## config.mk

```make
export PLATFORM = sky130hd
export DESIGN_NAME = host_bus_regfile_vector_port
export DESIGN_NICKNAME = d
export VERILOG_FILES = /design/src/logic/host_port_pkg.sv /design/src/logic/host_bus_regfile_vector_port.sv
export VERILOG_INCLUDE_DIRS = /design/src /design/src/logic
export SDC_FILE = /design/constraint.sdc
export NUM_CORES = 1
export LEC_CHECK = 0
export BUFFER_PORTS_ARGS = -buffer_cell sky130_fd_sc_hd__buf_2
export CAP_MARGIN = 20
export CORE_MARGIN = 2
export CORE_UTILIZATION = 30
export CTS_CLUSTER_DIAMETER = 150
export DETAILED_ROUTE_END_ITERATION = 10
export GPL_TIMING_DRIVEN = 0
export PLACE_DENSITY = 0.45
export REMOVE_ABC_BUFFERS = 1
export SKIP_LAST_GASP = 1
export SYNTH_ARGS = -nofsm -noshare
export SYNTH_HDL_FRONTEND = slang
export SYNTH_SLANG_ARGS = --single-unit
```

## constraint.sdc

```tcl
create_clock -name core_clk -period 3.03 [get_ports core_clk]
set_clock_uncertainty 0.1 [all_clocks]
set_input_delay 0 -clock core_clk [delete_from_list [all_inputs] [get_ports core_clk]]
set_output_delay 0 -clock core_clk [all_outputs]
set_load 0.02 [all_outputs]
```

## src/logic/host_port_params.svh

```systemverilog
// offsets, field positions, reset values and timing counts of the host port
`ifndef HOST_PORT_PARAMS_SVH
`define HOST_PORT_PARAMS_SVH
`define DATA_WIDTH      8
`define ADDR_WIDTH      4
`define CHANNELS        16
`define REG_COUNT       24
`define IDX_WIDTH       5
// direct addresses, index equals address
`define ADDR_INDIRECT   4'h0
`define ADDR_PINS       4'h1
`define ADDR_PEND_LO    4'h2
`define ADDR_PEND_HI    4'h3
`define ADDR_SERV_LO    4'h4
`define ADDR_SERV_HI    4'h5
`define ADDR_MASK_LO    4'h6
`define ADDR_MASK_HI    4'h7
`define ADDR_PTR_VEC    4'h8
`define ADDR_TMR_AB_CTL 4'h9
`define ADDR_TMR_B_DATA 4'ha
`define ADDR_TMR_A_DATA 4'hb
`define ADDR_SER_CTL    4'hc
`define ADDR_RX_STAT    4'hd
`define ADDR_TX_STAT    4'he
`define ADDR_SER_DATA   4'hf
// indirect registers sit at index 16 plus their pointer value
`define IDX_INDIRECT    5'h10
`define IND_SYNC_CHAR   3'h0
`define IND_TMR_D_DATA  3'h1
`define IND_TMR_C_DATA  3'h2
`define IND_EDGE_POL    3'h3
`define IND_ENA_LO      3'h4
`define IND_ENA_HI      3'h5
`define IND_PIN_DIR     3'h6
`define IND_TMR_CD_CTL  3'h7
// pointer_vector fields
`define PV_VEC_HI       7
`define PV_VEC_LO       5
`define PV_SERVICE_BIT  3
`define PV_INDEX_HI     2
`define PV_INDEX_LO     0
// entries held in the plain array, and those untouched by reset
`define PLAIN_MASK      24'hffffc2
`define KEEP_ON_RESET   24'h068c00
`define REG_RESET       8'h00
// return-from-interrupt opcode pair
`define RETI_FIRST      8'hed
`define RETI_SECOND     8'h4d
// synchroniser depth
`define SYNC_STAGES     2
`endif

```

## src/logic/host_port_pkg.sv

```systemverilog
// types shared by the host port design
`default_nettype none
package host_port_pkg;
    typedef enum logic [1:0]
    {
        RETI_IDLE   = 2'b00,
        RETI_SAW_ED = 2'b01
    } reti_state_type;
endpackage
`default_nettype wire

```

## src/logic/host_bus_regfile_vector_port.sv

```systemverilog
// host bus register file, indirect window and interrupt vector port
//
// Functional notes
// - reset clears control registers, not timer or serial data; pins become inputs.
// - reads occur only while chip select and read strobe are both low.
// - data bus is released except during a read or acknowledge.
// - write data is stored after chip select or write strobe rises.
// - register access follows bus strobes, not any system clock phase.
// - four address lines pick one of sixteen direct registers.
// - direct map: window, pins, pending, in-service, mask, pointer, timers, serial.
// - pointer index selects one of eight indirect registers via address zero.
// - indirect accesses leave the pointer index unchanged.
// - indirect map: sync, timer D, timer C, edge, enables, direction, timer C/D.
// - acknowledge drives a vector unique to the responding channel.
// - vector bits 7 to 5 come from the pointer top bits.
// - vector bit 0 is always zero.
// - vector bits 4 to 1 carry the channel number, higher is higher priority.
// - io request plus first cycle strobe, both low, means acknowledge.
// - interrupt request is an active-low open-drain output.
// - vector handover clears pending and optionally sets in-service.
// - return-from-interrupt opcode pair clears the in-service bit.
`timescale 1ns/1ns
`default_nettype none
`include "host_port_params.svh"
module host_bus_regfile_vector_port
#(
    parameter int CHANNELS = `CHANNELS
)
(
    input  wire logic        core_clk,
    input  wire logic        rst_n,
    input  wire logic        ce_n,
    input  wire logic        rd_n,
    input  wire logic        wr_n,
    input  wire logic [3:0]  addr,
    input  wire logic [7:0]  data_in,
    output logic      [7:0]  data_out,
    output logic             data_oe_n,
    input  wire logic        io_request_n,
    input  wire logic        first_cycle_n,
    input  wire logic        chain_enable_in,
    output logic             chain_enable_out,
    output logic             int_out,
    output logic             int_oe_n,
    input  wire logic [15:0] channel_request,
    input  wire logic [7:0]  pin_in,
    output logic      [7:0]  pin_out,
    output logic      [7:0]  pin_oe_n,
    output logic             reg_write_pulse,
    output logic      [4:0]  reg_write_index,
    output logic      [7:0]  reg_write_data
);

    localparam int BUS_BITS = 6 + `ADDR_WIDTH + `DATA_WIDTH + 8;

    if (CHANNELS != 16)
    begin : g_bad_channels
        $error("vector format serves exactly sixteen channels");
    end

    // pins come from the processor's own timing, so every one is resynchronised
    logic [BUS_BITS-1:0] bus_s1;
    logic [BUS_BITS-1:0] bus_s2;
    logic                ce_s;
    logic                rd_s;
    logic                wr_s;
    logic                io_request_n_s;
    logic                m1_s;
    logic                chain_in_s;
    logic [3:0]          addr_s;
    logic [7:0]          data_s;
    logic [7:0]          pins_s;

    always_ff @(posedge core_clk)
    begin
        bus_s1 <= {ce_n, rd_n, wr_n, io_request_n, first_cycle_n, chain_enable_in,
                   addr, data_in, pin_in};
        bus_s2 <= bus_s1;
    end

    assign {ce_s, rd_s, wr_s, io_request_n_s, m1_s, chain_in_s, addr_s, data_s, pins_s} = bus_s2;

    // strobe decode
    logic rd_act;
    logic wr_act;
    logic wr_act_d;
    logic ack_act;
    logic ack_act_d;
    logic fetch_act;
    logic fetch_act_d;

    assign rd_act    = !ce_s && !rd_s;
    assign wr_act    = !ce_s && !wr_s;
    assign ack_act   = !io_request_n_s && !m1_s;
    assign fetch_act = !m1_s && io_request_n_s && !rd_s;

    // register storage
    logic [7:0]  regs_q [0:`REG_COUNT-1];
    logic [15:0] pend_reg;
    logic [15:0] pend_next;
    logic [15:0] serv_reg;
    logic [15:0] serv_next;
    logic [2:0]  ind_index;
    logic        wr_end;
    logic [3:0]  wr_addr_reg;
    logic [7:0]  wr_data_reg;
    logic [4:0]  wr_index;

    assign ind_index = regs_q[`ADDR_PTR_VEC][`PV_INDEX_HI:`PV_INDEX_LO];

    function automatic logic [4:0] sel_index(input logic [3:0] a, input logic [2:0] p);
        logic [4:0] r;
        r = {1'b0, a};
        if (a == `ADDR_INDIRECT)
        begin
            r = `IDX_INDIRECT | {2'b00, p};
        end
        return r;
    endfunction

    // address and data are held by the master until the access ends
    always_ff @(posedge core_clk)
    begin
        if (!rst_n)
        begin
            wr_act_d    <= 1'b0;
            wr_addr_reg <= 4'h0;
            wr_data_reg <= 8'h00;
        end
        else
        begin
            wr_act_d <= wr_act;
            if (wr_act)
            begin
                wr_addr_reg <= addr_s;
                wr_data_reg <= data_s;
            end
        end
    end

    assign wr_end   = wr_act_d && !wr_act;
    assign wr_index = sel_index(wr_addr_reg, ind_index);

    // plain registers, one flop group per entry
    for (genvar i = 0; i < `REG_COUNT; i++)
    begin : g_regs
        localparam logic [23:0] PLAIN = `PLAIN_MASK;
        localparam logic [23:0] KEEP  = `KEEP_ON_RESET;
        if (PLAIN[i] && KEEP[i])
        begin : g_data
            // data registers keep their contents through reset
            always_ff @(posedge core_clk)
            begin
                if (wr_end && wr_index == 5'(i))
                begin
                    regs_q[i] <= wr_data_reg;
                end
            end
        end
        else if (PLAIN[i])
        begin : g_ctrl
            always_ff @(posedge core_clk)
            begin
                if (!rst_n)
                begin
                    regs_q[i] <= `REG_RESET;
                end
                else if (wr_end && wr_index == 5'(i))
                begin
                    regs_q[i] <= wr_data_reg;
                end
            end
        end
        else
        begin : g_none
            assign regs_q[i] = `REG_RESET;
        end
    end

    // interrupt channel bookkeeping
    logic [15:0] enable_bits;
    logic [15:0] mask_bits;
    logic [15:0] live;
    logic        any_live;
    logic [3:0]  top_live;
    logic [3:0]  top_serv;
    logic        any_serv;
    logic [3:0]  ack_chan_reg;
    logic        ack_drive_reg;
    logic        ack_take;
    logic        reti_done;

    assign enable_bits = {regs_q[`IDX_INDIRECT | 5'(`IND_ENA_HI)],
                          regs_q[`IDX_INDIRECT | 5'(`IND_ENA_LO)]};
    assign mask_bits   = {regs_q[`ADDR_MASK_HI], regs_q[`ADDR_MASK_LO]};
    assign live        = pend_reg & mask_bits;
    assign any_live    = |live;
    assign any_serv    = |serv_reg;

    function automatic logic [3:0] top_bit(input logic [15:0] v);
        logic [3:0] r;
        r = 4'h0;
        for (int k = 0; k < 16; k++)
        begin
            if (v[k])
            begin
                r = 4'(k);
            end
        end
        return r;
    endfunction

    assign top_live = top_bit(live);
    assign top_serv = top_bit(serv_reg);

    // acknowledge is taken once, on its leading edge
    assign ack_take = ack_act && !ack_act_d && chain_in_s && any_live;

    always_ff @(posedge core_clk)
    begin
        if (!rst_n)
        begin
            ack_act_d     <= 1'b0;
            ack_drive_reg <= 1'b0;
            ack_chan_reg  <= 4'h0;
        end
        else
        begin
            ack_act_d <= ack_act;
            if (ack_take)
            begin
                ack_drive_reg <= 1'b1;
                ack_chan_reg  <= top_live;
            end
            else if (!ack_act)
            begin
                ack_drive_reg <= 1'b0;
            end
        end
    end

    always_comb
    begin
        pend_next = pend_reg;
        serv_next = serv_reg;
        if (wr_end && wr_index == 5'(`ADDR_PEND_LO))
        begin
            pend_next[7:0] = pend_reg[7:0] & wr_data_reg;
        end
        if (wr_end && wr_index == 5'(`ADDR_PEND_HI))
        begin
            pend_next[15:8] = pend_reg[15:8] & wr_data_reg;
        end
        if (wr_end && wr_index == 5'(`ADDR_SERV_LO))
        begin
            serv_next[7:0] = serv_reg[7:0] & wr_data_reg;
        end
        if (wr_end && wr_index == 5'(`ADDR_SERV_HI))
        begin
            serv_next[15:8] = serv_reg[15:8] & wr_data_reg;
        end
        if (reti_done && any_serv)
        begin
            serv_next[top_serv] = 1'b0;
        end
        if (ack_take)
        begin
            pend_next[top_live] = 1'b0;
            if (regs_q[`ADDR_PTR_VEC][`PV_SERVICE_BIT])
            begin
                serv_next[top_live] = 1'b1;
            end
        end
        // a new request wins over a clear in the same cycle
        pend_next = pend_next | (channel_request & enable_bits);
    end

    always_ff @(posedge core_clk)
    begin
        if (!rst_n)
        begin
            pend_reg <= 16'h0000;
            serv_reg <= 16'h0000;
        end
        else
        begin
            pend_reg <= pend_next;
            serv_reg <= serv_next;
        end
    end

    // return-from-interrupt watch on opcode fetches
    host_port_pkg::reti_state_type reti_reg;
    logic [7:0]                    fetch_byte_reg;
    logic                          fetch_end;

    assign fetch_end = fetch_act_d && !fetch_act;
    assign reti_done = fetch_end && reti_reg == host_port_pkg::RETI_SAW_ED
                       && fetch_byte_reg == `RETI_SECOND;

    always_ff @(posedge core_clk)
    begin
        if (!rst_n)
        begin
            fetch_act_d    <= 1'b0;
            fetch_byte_reg <= 8'h00;
            reti_reg       <= host_port_pkg::RETI_IDLE;
        end
        else
        begin
            fetch_act_d <= fetch_act;
            if (fetch_act)
            begin
                fetch_byte_reg <= data_s;
            end
            if (fetch_end)
            begin
                case (reti_reg)
                    host_port_pkg::RETI_IDLE:
                    begin
                        if (fetch_byte_reg == `RETI_FIRST)
                        begin
                            reti_reg <= host_port_pkg::RETI_SAW_ED;
                        end
                    end
                    host_port_pkg::RETI_SAW_ED:
                    begin
                        reti_reg <= (fetch_byte_reg == `RETI_FIRST)
                                    ? host_port_pkg::RETI_SAW_ED
                                    : host_port_pkg::RETI_IDLE;
                    end
                    default:
                    begin
                        reti_reg <= host_port_pkg::RETI_IDLE;
                    end
                endcase
            end
        end
    end

    // read multiplexer
    logic [4:0] rd_index;
    logic [7:0] rd_value;
    logic [7:0] pin_dir;

    assign rd_index = sel_index(addr_s, ind_index);
    assign pin_dir  = regs_q[`IDX_INDIRECT | 5'(`IND_PIN_DIR)];

    always_comb
    begin
        case (rd_index)
            5'(`ADDR_PINS):
            begin
                rd_value = (regs_q[`ADDR_PINS] & pin_dir) | (pins_s & ~pin_dir);
            end
            5'(`ADDR_PEND_LO):
            begin
                rd_value = pend_reg[7:0];
            end
            5'(`ADDR_PEND_HI):
            begin
                rd_value = pend_reg[15:8];
            end
            5'(`ADDR_SERV_LO):
            begin
                rd_value = serv_reg[7:0];
            end
            5'(`ADDR_SERV_HI):
            begin
                rd_value = serv_reg[15:8];
            end
            default:
            begin
                rd_value = regs_q[rd_index];
            end
        endcase
    end

    // data bus driver; vector wins since a read cannot overlap an acknowledge
    always_ff @(posedge core_clk)
    begin
        if (!rst_n)
        begin
            data_out  <= 8'h00;
            data_oe_n <= 1'b1;
        end
        else if (ack_drive_reg)
        begin
            data_out  <= {regs_q[`ADDR_PTR_VEC][`PV_VEC_HI:`PV_VEC_LO],
                          ack_chan_reg,
                          1'b0};
            data_oe_n <= 1'b0;
        end
        else if (rd_act)
        begin
            data_out  <= rd_value;
            data_oe_n <= 1'b0;
        end
        else
        begin
            data_oe_n <= 1'b1;
        end
    end

    // request line, chain and pin outputs
    always_ff @(posedge core_clk)
    begin
        if (!rst_n)
        begin
            int_out          <= 1'b0;
            int_oe_n         <= 1'b1;
            chain_enable_out <= 1'b0;
            pin_out          <= 8'h00;
            pin_oe_n         <= 8'hff;
        end
        else
        begin
            int_out          <= 1'b0;
            int_oe_n         <= !any_live;
            chain_enable_out <= chain_in_s && !any_live && !any_serv;
            pin_out          <= regs_q[`ADDR_PINS];
            pin_oe_n         <= ~pin_dir;
        end
    end

    // write mirror for the timer and serial blocks
    always_ff @(posedge core_clk)
    begin
        if (!rst_n)
        begin
            reg_write_pulse <= 1'b0;
            reg_write_index <= 5'h00;
            reg_write_data  <= 8'h00;
        end
        else
        begin
            reg_write_pulse <= wr_end;
            if (wr_end)
            begin
                reg_write_index <= wr_index;
                reg_write_data  <= wr_data_reg;
            end
        end
    end

endmodule
`default_nettype wire

```

==> results.toml <==
[status]
run_status = "completed"

[power_and_ir_drop]
leakagePower_nw = 5.825
peakVddDrop_uv = 387.3
pwr_density_cell_nw_per_um2 = 582.7

[clock_network]
clkSinkCount = 306
cts_buffers = 36
cts_max_level = 2
cts_tree = "yes"
clockBufferDepth = 3
clock_latency_ns = 0.53
cts-root-buf = "clkbuf_16"
clk_pin_slew_ns = 0.06

[setup_path]
crit_arrival_ns = 3.34
worst_r2r_path_depth = 6
critical_path.reg2reg.endpoint = "data_out[0]$_SDFFE_PP0P_"
critPathLaunchType = "flop"
path_max_fanout = 34
worst_ep_required_time_ns = 3.37
r2r_slack_ns = 0.03
cpMaxStageDelayCell = "dfxtp_4"
worstPathCellList = "clkinv_1 -> o21a_1 -> a221o_1 -> a31oi_1 -> o2111ai_1 -> o22ai_1"
cp-end-kind = "flop"
crit_type = "reg -> reg"
worstSetupStartpoint = "bus_s2[16]$_DFF_P_"
slowest_delay_ns = 0.67
r2r-start = "bus_s2[16]$_DFF_P_"
cp-endpoint = "data_out[0]$_SDFFE_PP0P_"

[synthesis]
synth_seq_cells = 306
synthArstFlopShare_pct = 0
netlist_area_um2 = 12970
syn-instance-count = 1345
syn_avg_cell_area_um2 = 9.640
synth_edf_count = 40
yosysWarnings = 0
synth_ff_type = "dfxtp_1"
synth_cell_type_count = 80
ys_seq_area_share_pct = 50.33

[global_routing]
met3_usage_pct = 4.169
grt_max_degree = 114
grt_pass1_wl_um = 69080
grt.busiest_layer = "met2"
grt_use_met1_pct = 28.81
grt.overflow.total = 0
use_met2_pct = 32.62
grt_usage_pct = 20.84
antenna_found_initial = 1
grt_pass1_vias = 10451

[timing]
clock.fmax_mhz = 332.9
fin_crit_ns = 3.004
setup_viol = 0
fin_setup_tns_ns = 0
drv_slew = 0
rsz0062_at_grt = "yes"
post-route-period-util_pct = 99.15
finalHoldViolCount = 0
relSlewSlack_pct = 22.29
tightest_slew_ns = 1.154

[layout]
top_register = "regs_q"
final_cell_count_no_fill = 2069
drive_gt1_share_pct = 14.57
largest_reg_flops = 109
final_util_pct = 37.26
top_regs = "regs_q x109, bus_s1 x26, bus_s2 x26"
area_delta_synth_final_pct = 23.24
n_fill_cell = 4365
fin_nets = 1501

[floorplan]
dieArea_um2 = 44900
core-area_um2 = 42890
floorplan.initialDensity_pct = 30.23
io_pins = 86
die-height_um = 211.9
rows = 76
dieWidth_um = 211.9

[detailed_routing]
ant_nets = 0
routed_wl_um = 46870
drt_iter0_markers = 786
avgViaCountPerCell = 5.207
wire_per_inst_um = 22.65
vias = 10773
firstDrtPassIters = 5
drc_errors = 0

[run]
maxCapViolCount = 0

[worst_hold_path]
hold_path.class = "in -> reg"

[placement]
dp_cells = 1930
gp_congestion = 0.8700
dp_hpwl_um = 31180
numPortBuffers = 84
power breakdown:
group | internal, mW | switching [mW]
registers | 4.19 | 0.144
logic | 0.264 | 0.346
clock network | 2.60 | 1.77
metal layers:
layer	vias to the layer above	routed length [um]
met5	-	0
met4	0	1267
met3	64	2956
met2	334	21110
met1	5258	21530
li1	5117	-
metrics by stage:
step | hold slack (ns) | total power, mW | cell area [um^2] | setup WS (ns)
global placement | 0.001887 | 4.918 | 13710 | -1.633
CTS | 0.0007914 | 9.390 | 15890 | -0.002690
finish | 0.01915 | 9.312 | 15980 | 0.02582
detailed placement | 0.003580 | 4.950 | 14000 | -0.4053
global route | 0.01878 | 9.624 | 15980 | -0.1453
floorplan | -0.07228 | 4.626 | 12560 | 0.2352
cell families after synthesis:
kind of cell | count (synthesis) | share of synthesized area (%)
buffers and inverters | 111 | 3.542
multiplexers | 109 | 8.530
flip-flops | 306 | 50.33
AO/OA/AOI/OAI | 338 | 18.85
AND/OR/NAND/NOR | 480 | 18.72
other | 1 | 0.02892
critical path: cells and delay by family, from the launching register on:
kind                   cells  cell delay, ns
AOI/OAI and AO/OA          5            1.57
DFF                        1            0.67
buffers and inverters      1            0.54
repair_timing:
item	in CTS	in global routing
setup buffers	4	5
setup endpoints to repair	8	35
resized for setup	3	7
pin swaps	1	1
hold buffers	64	0
endpoints found under the hold margin	98	0
synth_stat cells (all sizes together), types with 29 or more instances:
| cell | instances | area share, % |
|---|---|---|
| dfxtp | 266 | 41 |
| nand2 | 180 | 5.2 |
| mux2i | 106 | 8.2 |
| nor2 | 72 | 2.3 |
| nor2b | 70 | 3.4 |
| clkbuf | 64 | 1.9 |
| nand3 | 59 | 2.3 |
| o21ai | 58 | 2.2 |
| a21boi | 57 | 3.3 |
| edfxtp | 40 | 9.3 |
| buf | 34 | 1.3 |
| a21oi | 30 | 1.2 |
| o211ai | 29 | 1.7 |
layout by cell type (no fill, tap or decap), types with 7 or more instances in the layout:
cell type	instances
nand2_1	180
dfxtp_2	7
or2_2	7
buf_4	9
edfxtp_1	40
o211a_1	11
inv_1	10
nor2_1	67
nand2b_1	13
mux2i_1	106
o211ai_1	29
nand3_1	58
o221ai_1	19
buf_2	84
o22ai_1	24
a211oi_1	8
o2111ai_1	7
a221oi_1	9
o21ai_0	54
nor3_1	17
dlygate4sd3_1	64
a21oi_1	29
and2_1	14
nor4b_1	9
a31oi_1	14
a21boi_0	56
nor2b_1	69
dfxtp_1	257
clkbuf_16	37
how the worst min path moves through the flow:
stage | startpoint | slack (ns) | cells after the start | endpoint
5_1_grt | pin_in[1] | 0.02 | 2 | bus_s1[1]$_DFF_P_
3_3_place_gp | addr[1] | 0.002 | 1 | bus_s1[17]$_DFF_P_
3_5_place_dp | data_in[0] | 0.004 | 1 | bus_s1[8]$_DFF_P_
6_report | pin_in[1] | 0.02 | 2 | bus_s1[1]$_DFF_P_
4_1_cts | pin_in[4] | 0.0008 | 2 | bus_s1[4]$_DFF_P_
2_1_floorplan | pin_in[0] | -0.07 | 0 | bus_s1[0]$_DFF_P_
final cells by class:
cell class | count | area, um^2 | area share, %
flip-flops and latches | 306 | 6543 | 40.94
multi-input cells | 928 | 6060 | 37.92
repair buffers | 172 | 1414 | 8.848
clock buffers | 47 | 1003 | 6.280
well taps | 585 | 732.0 | 4.581
clock inverters | 17 | 176.4 | 1.104
inverters | 13 | 48.80 | 0.3054
diodes | 1 | 2.502 | 0.01566
(Power assumes the default switching activity.)
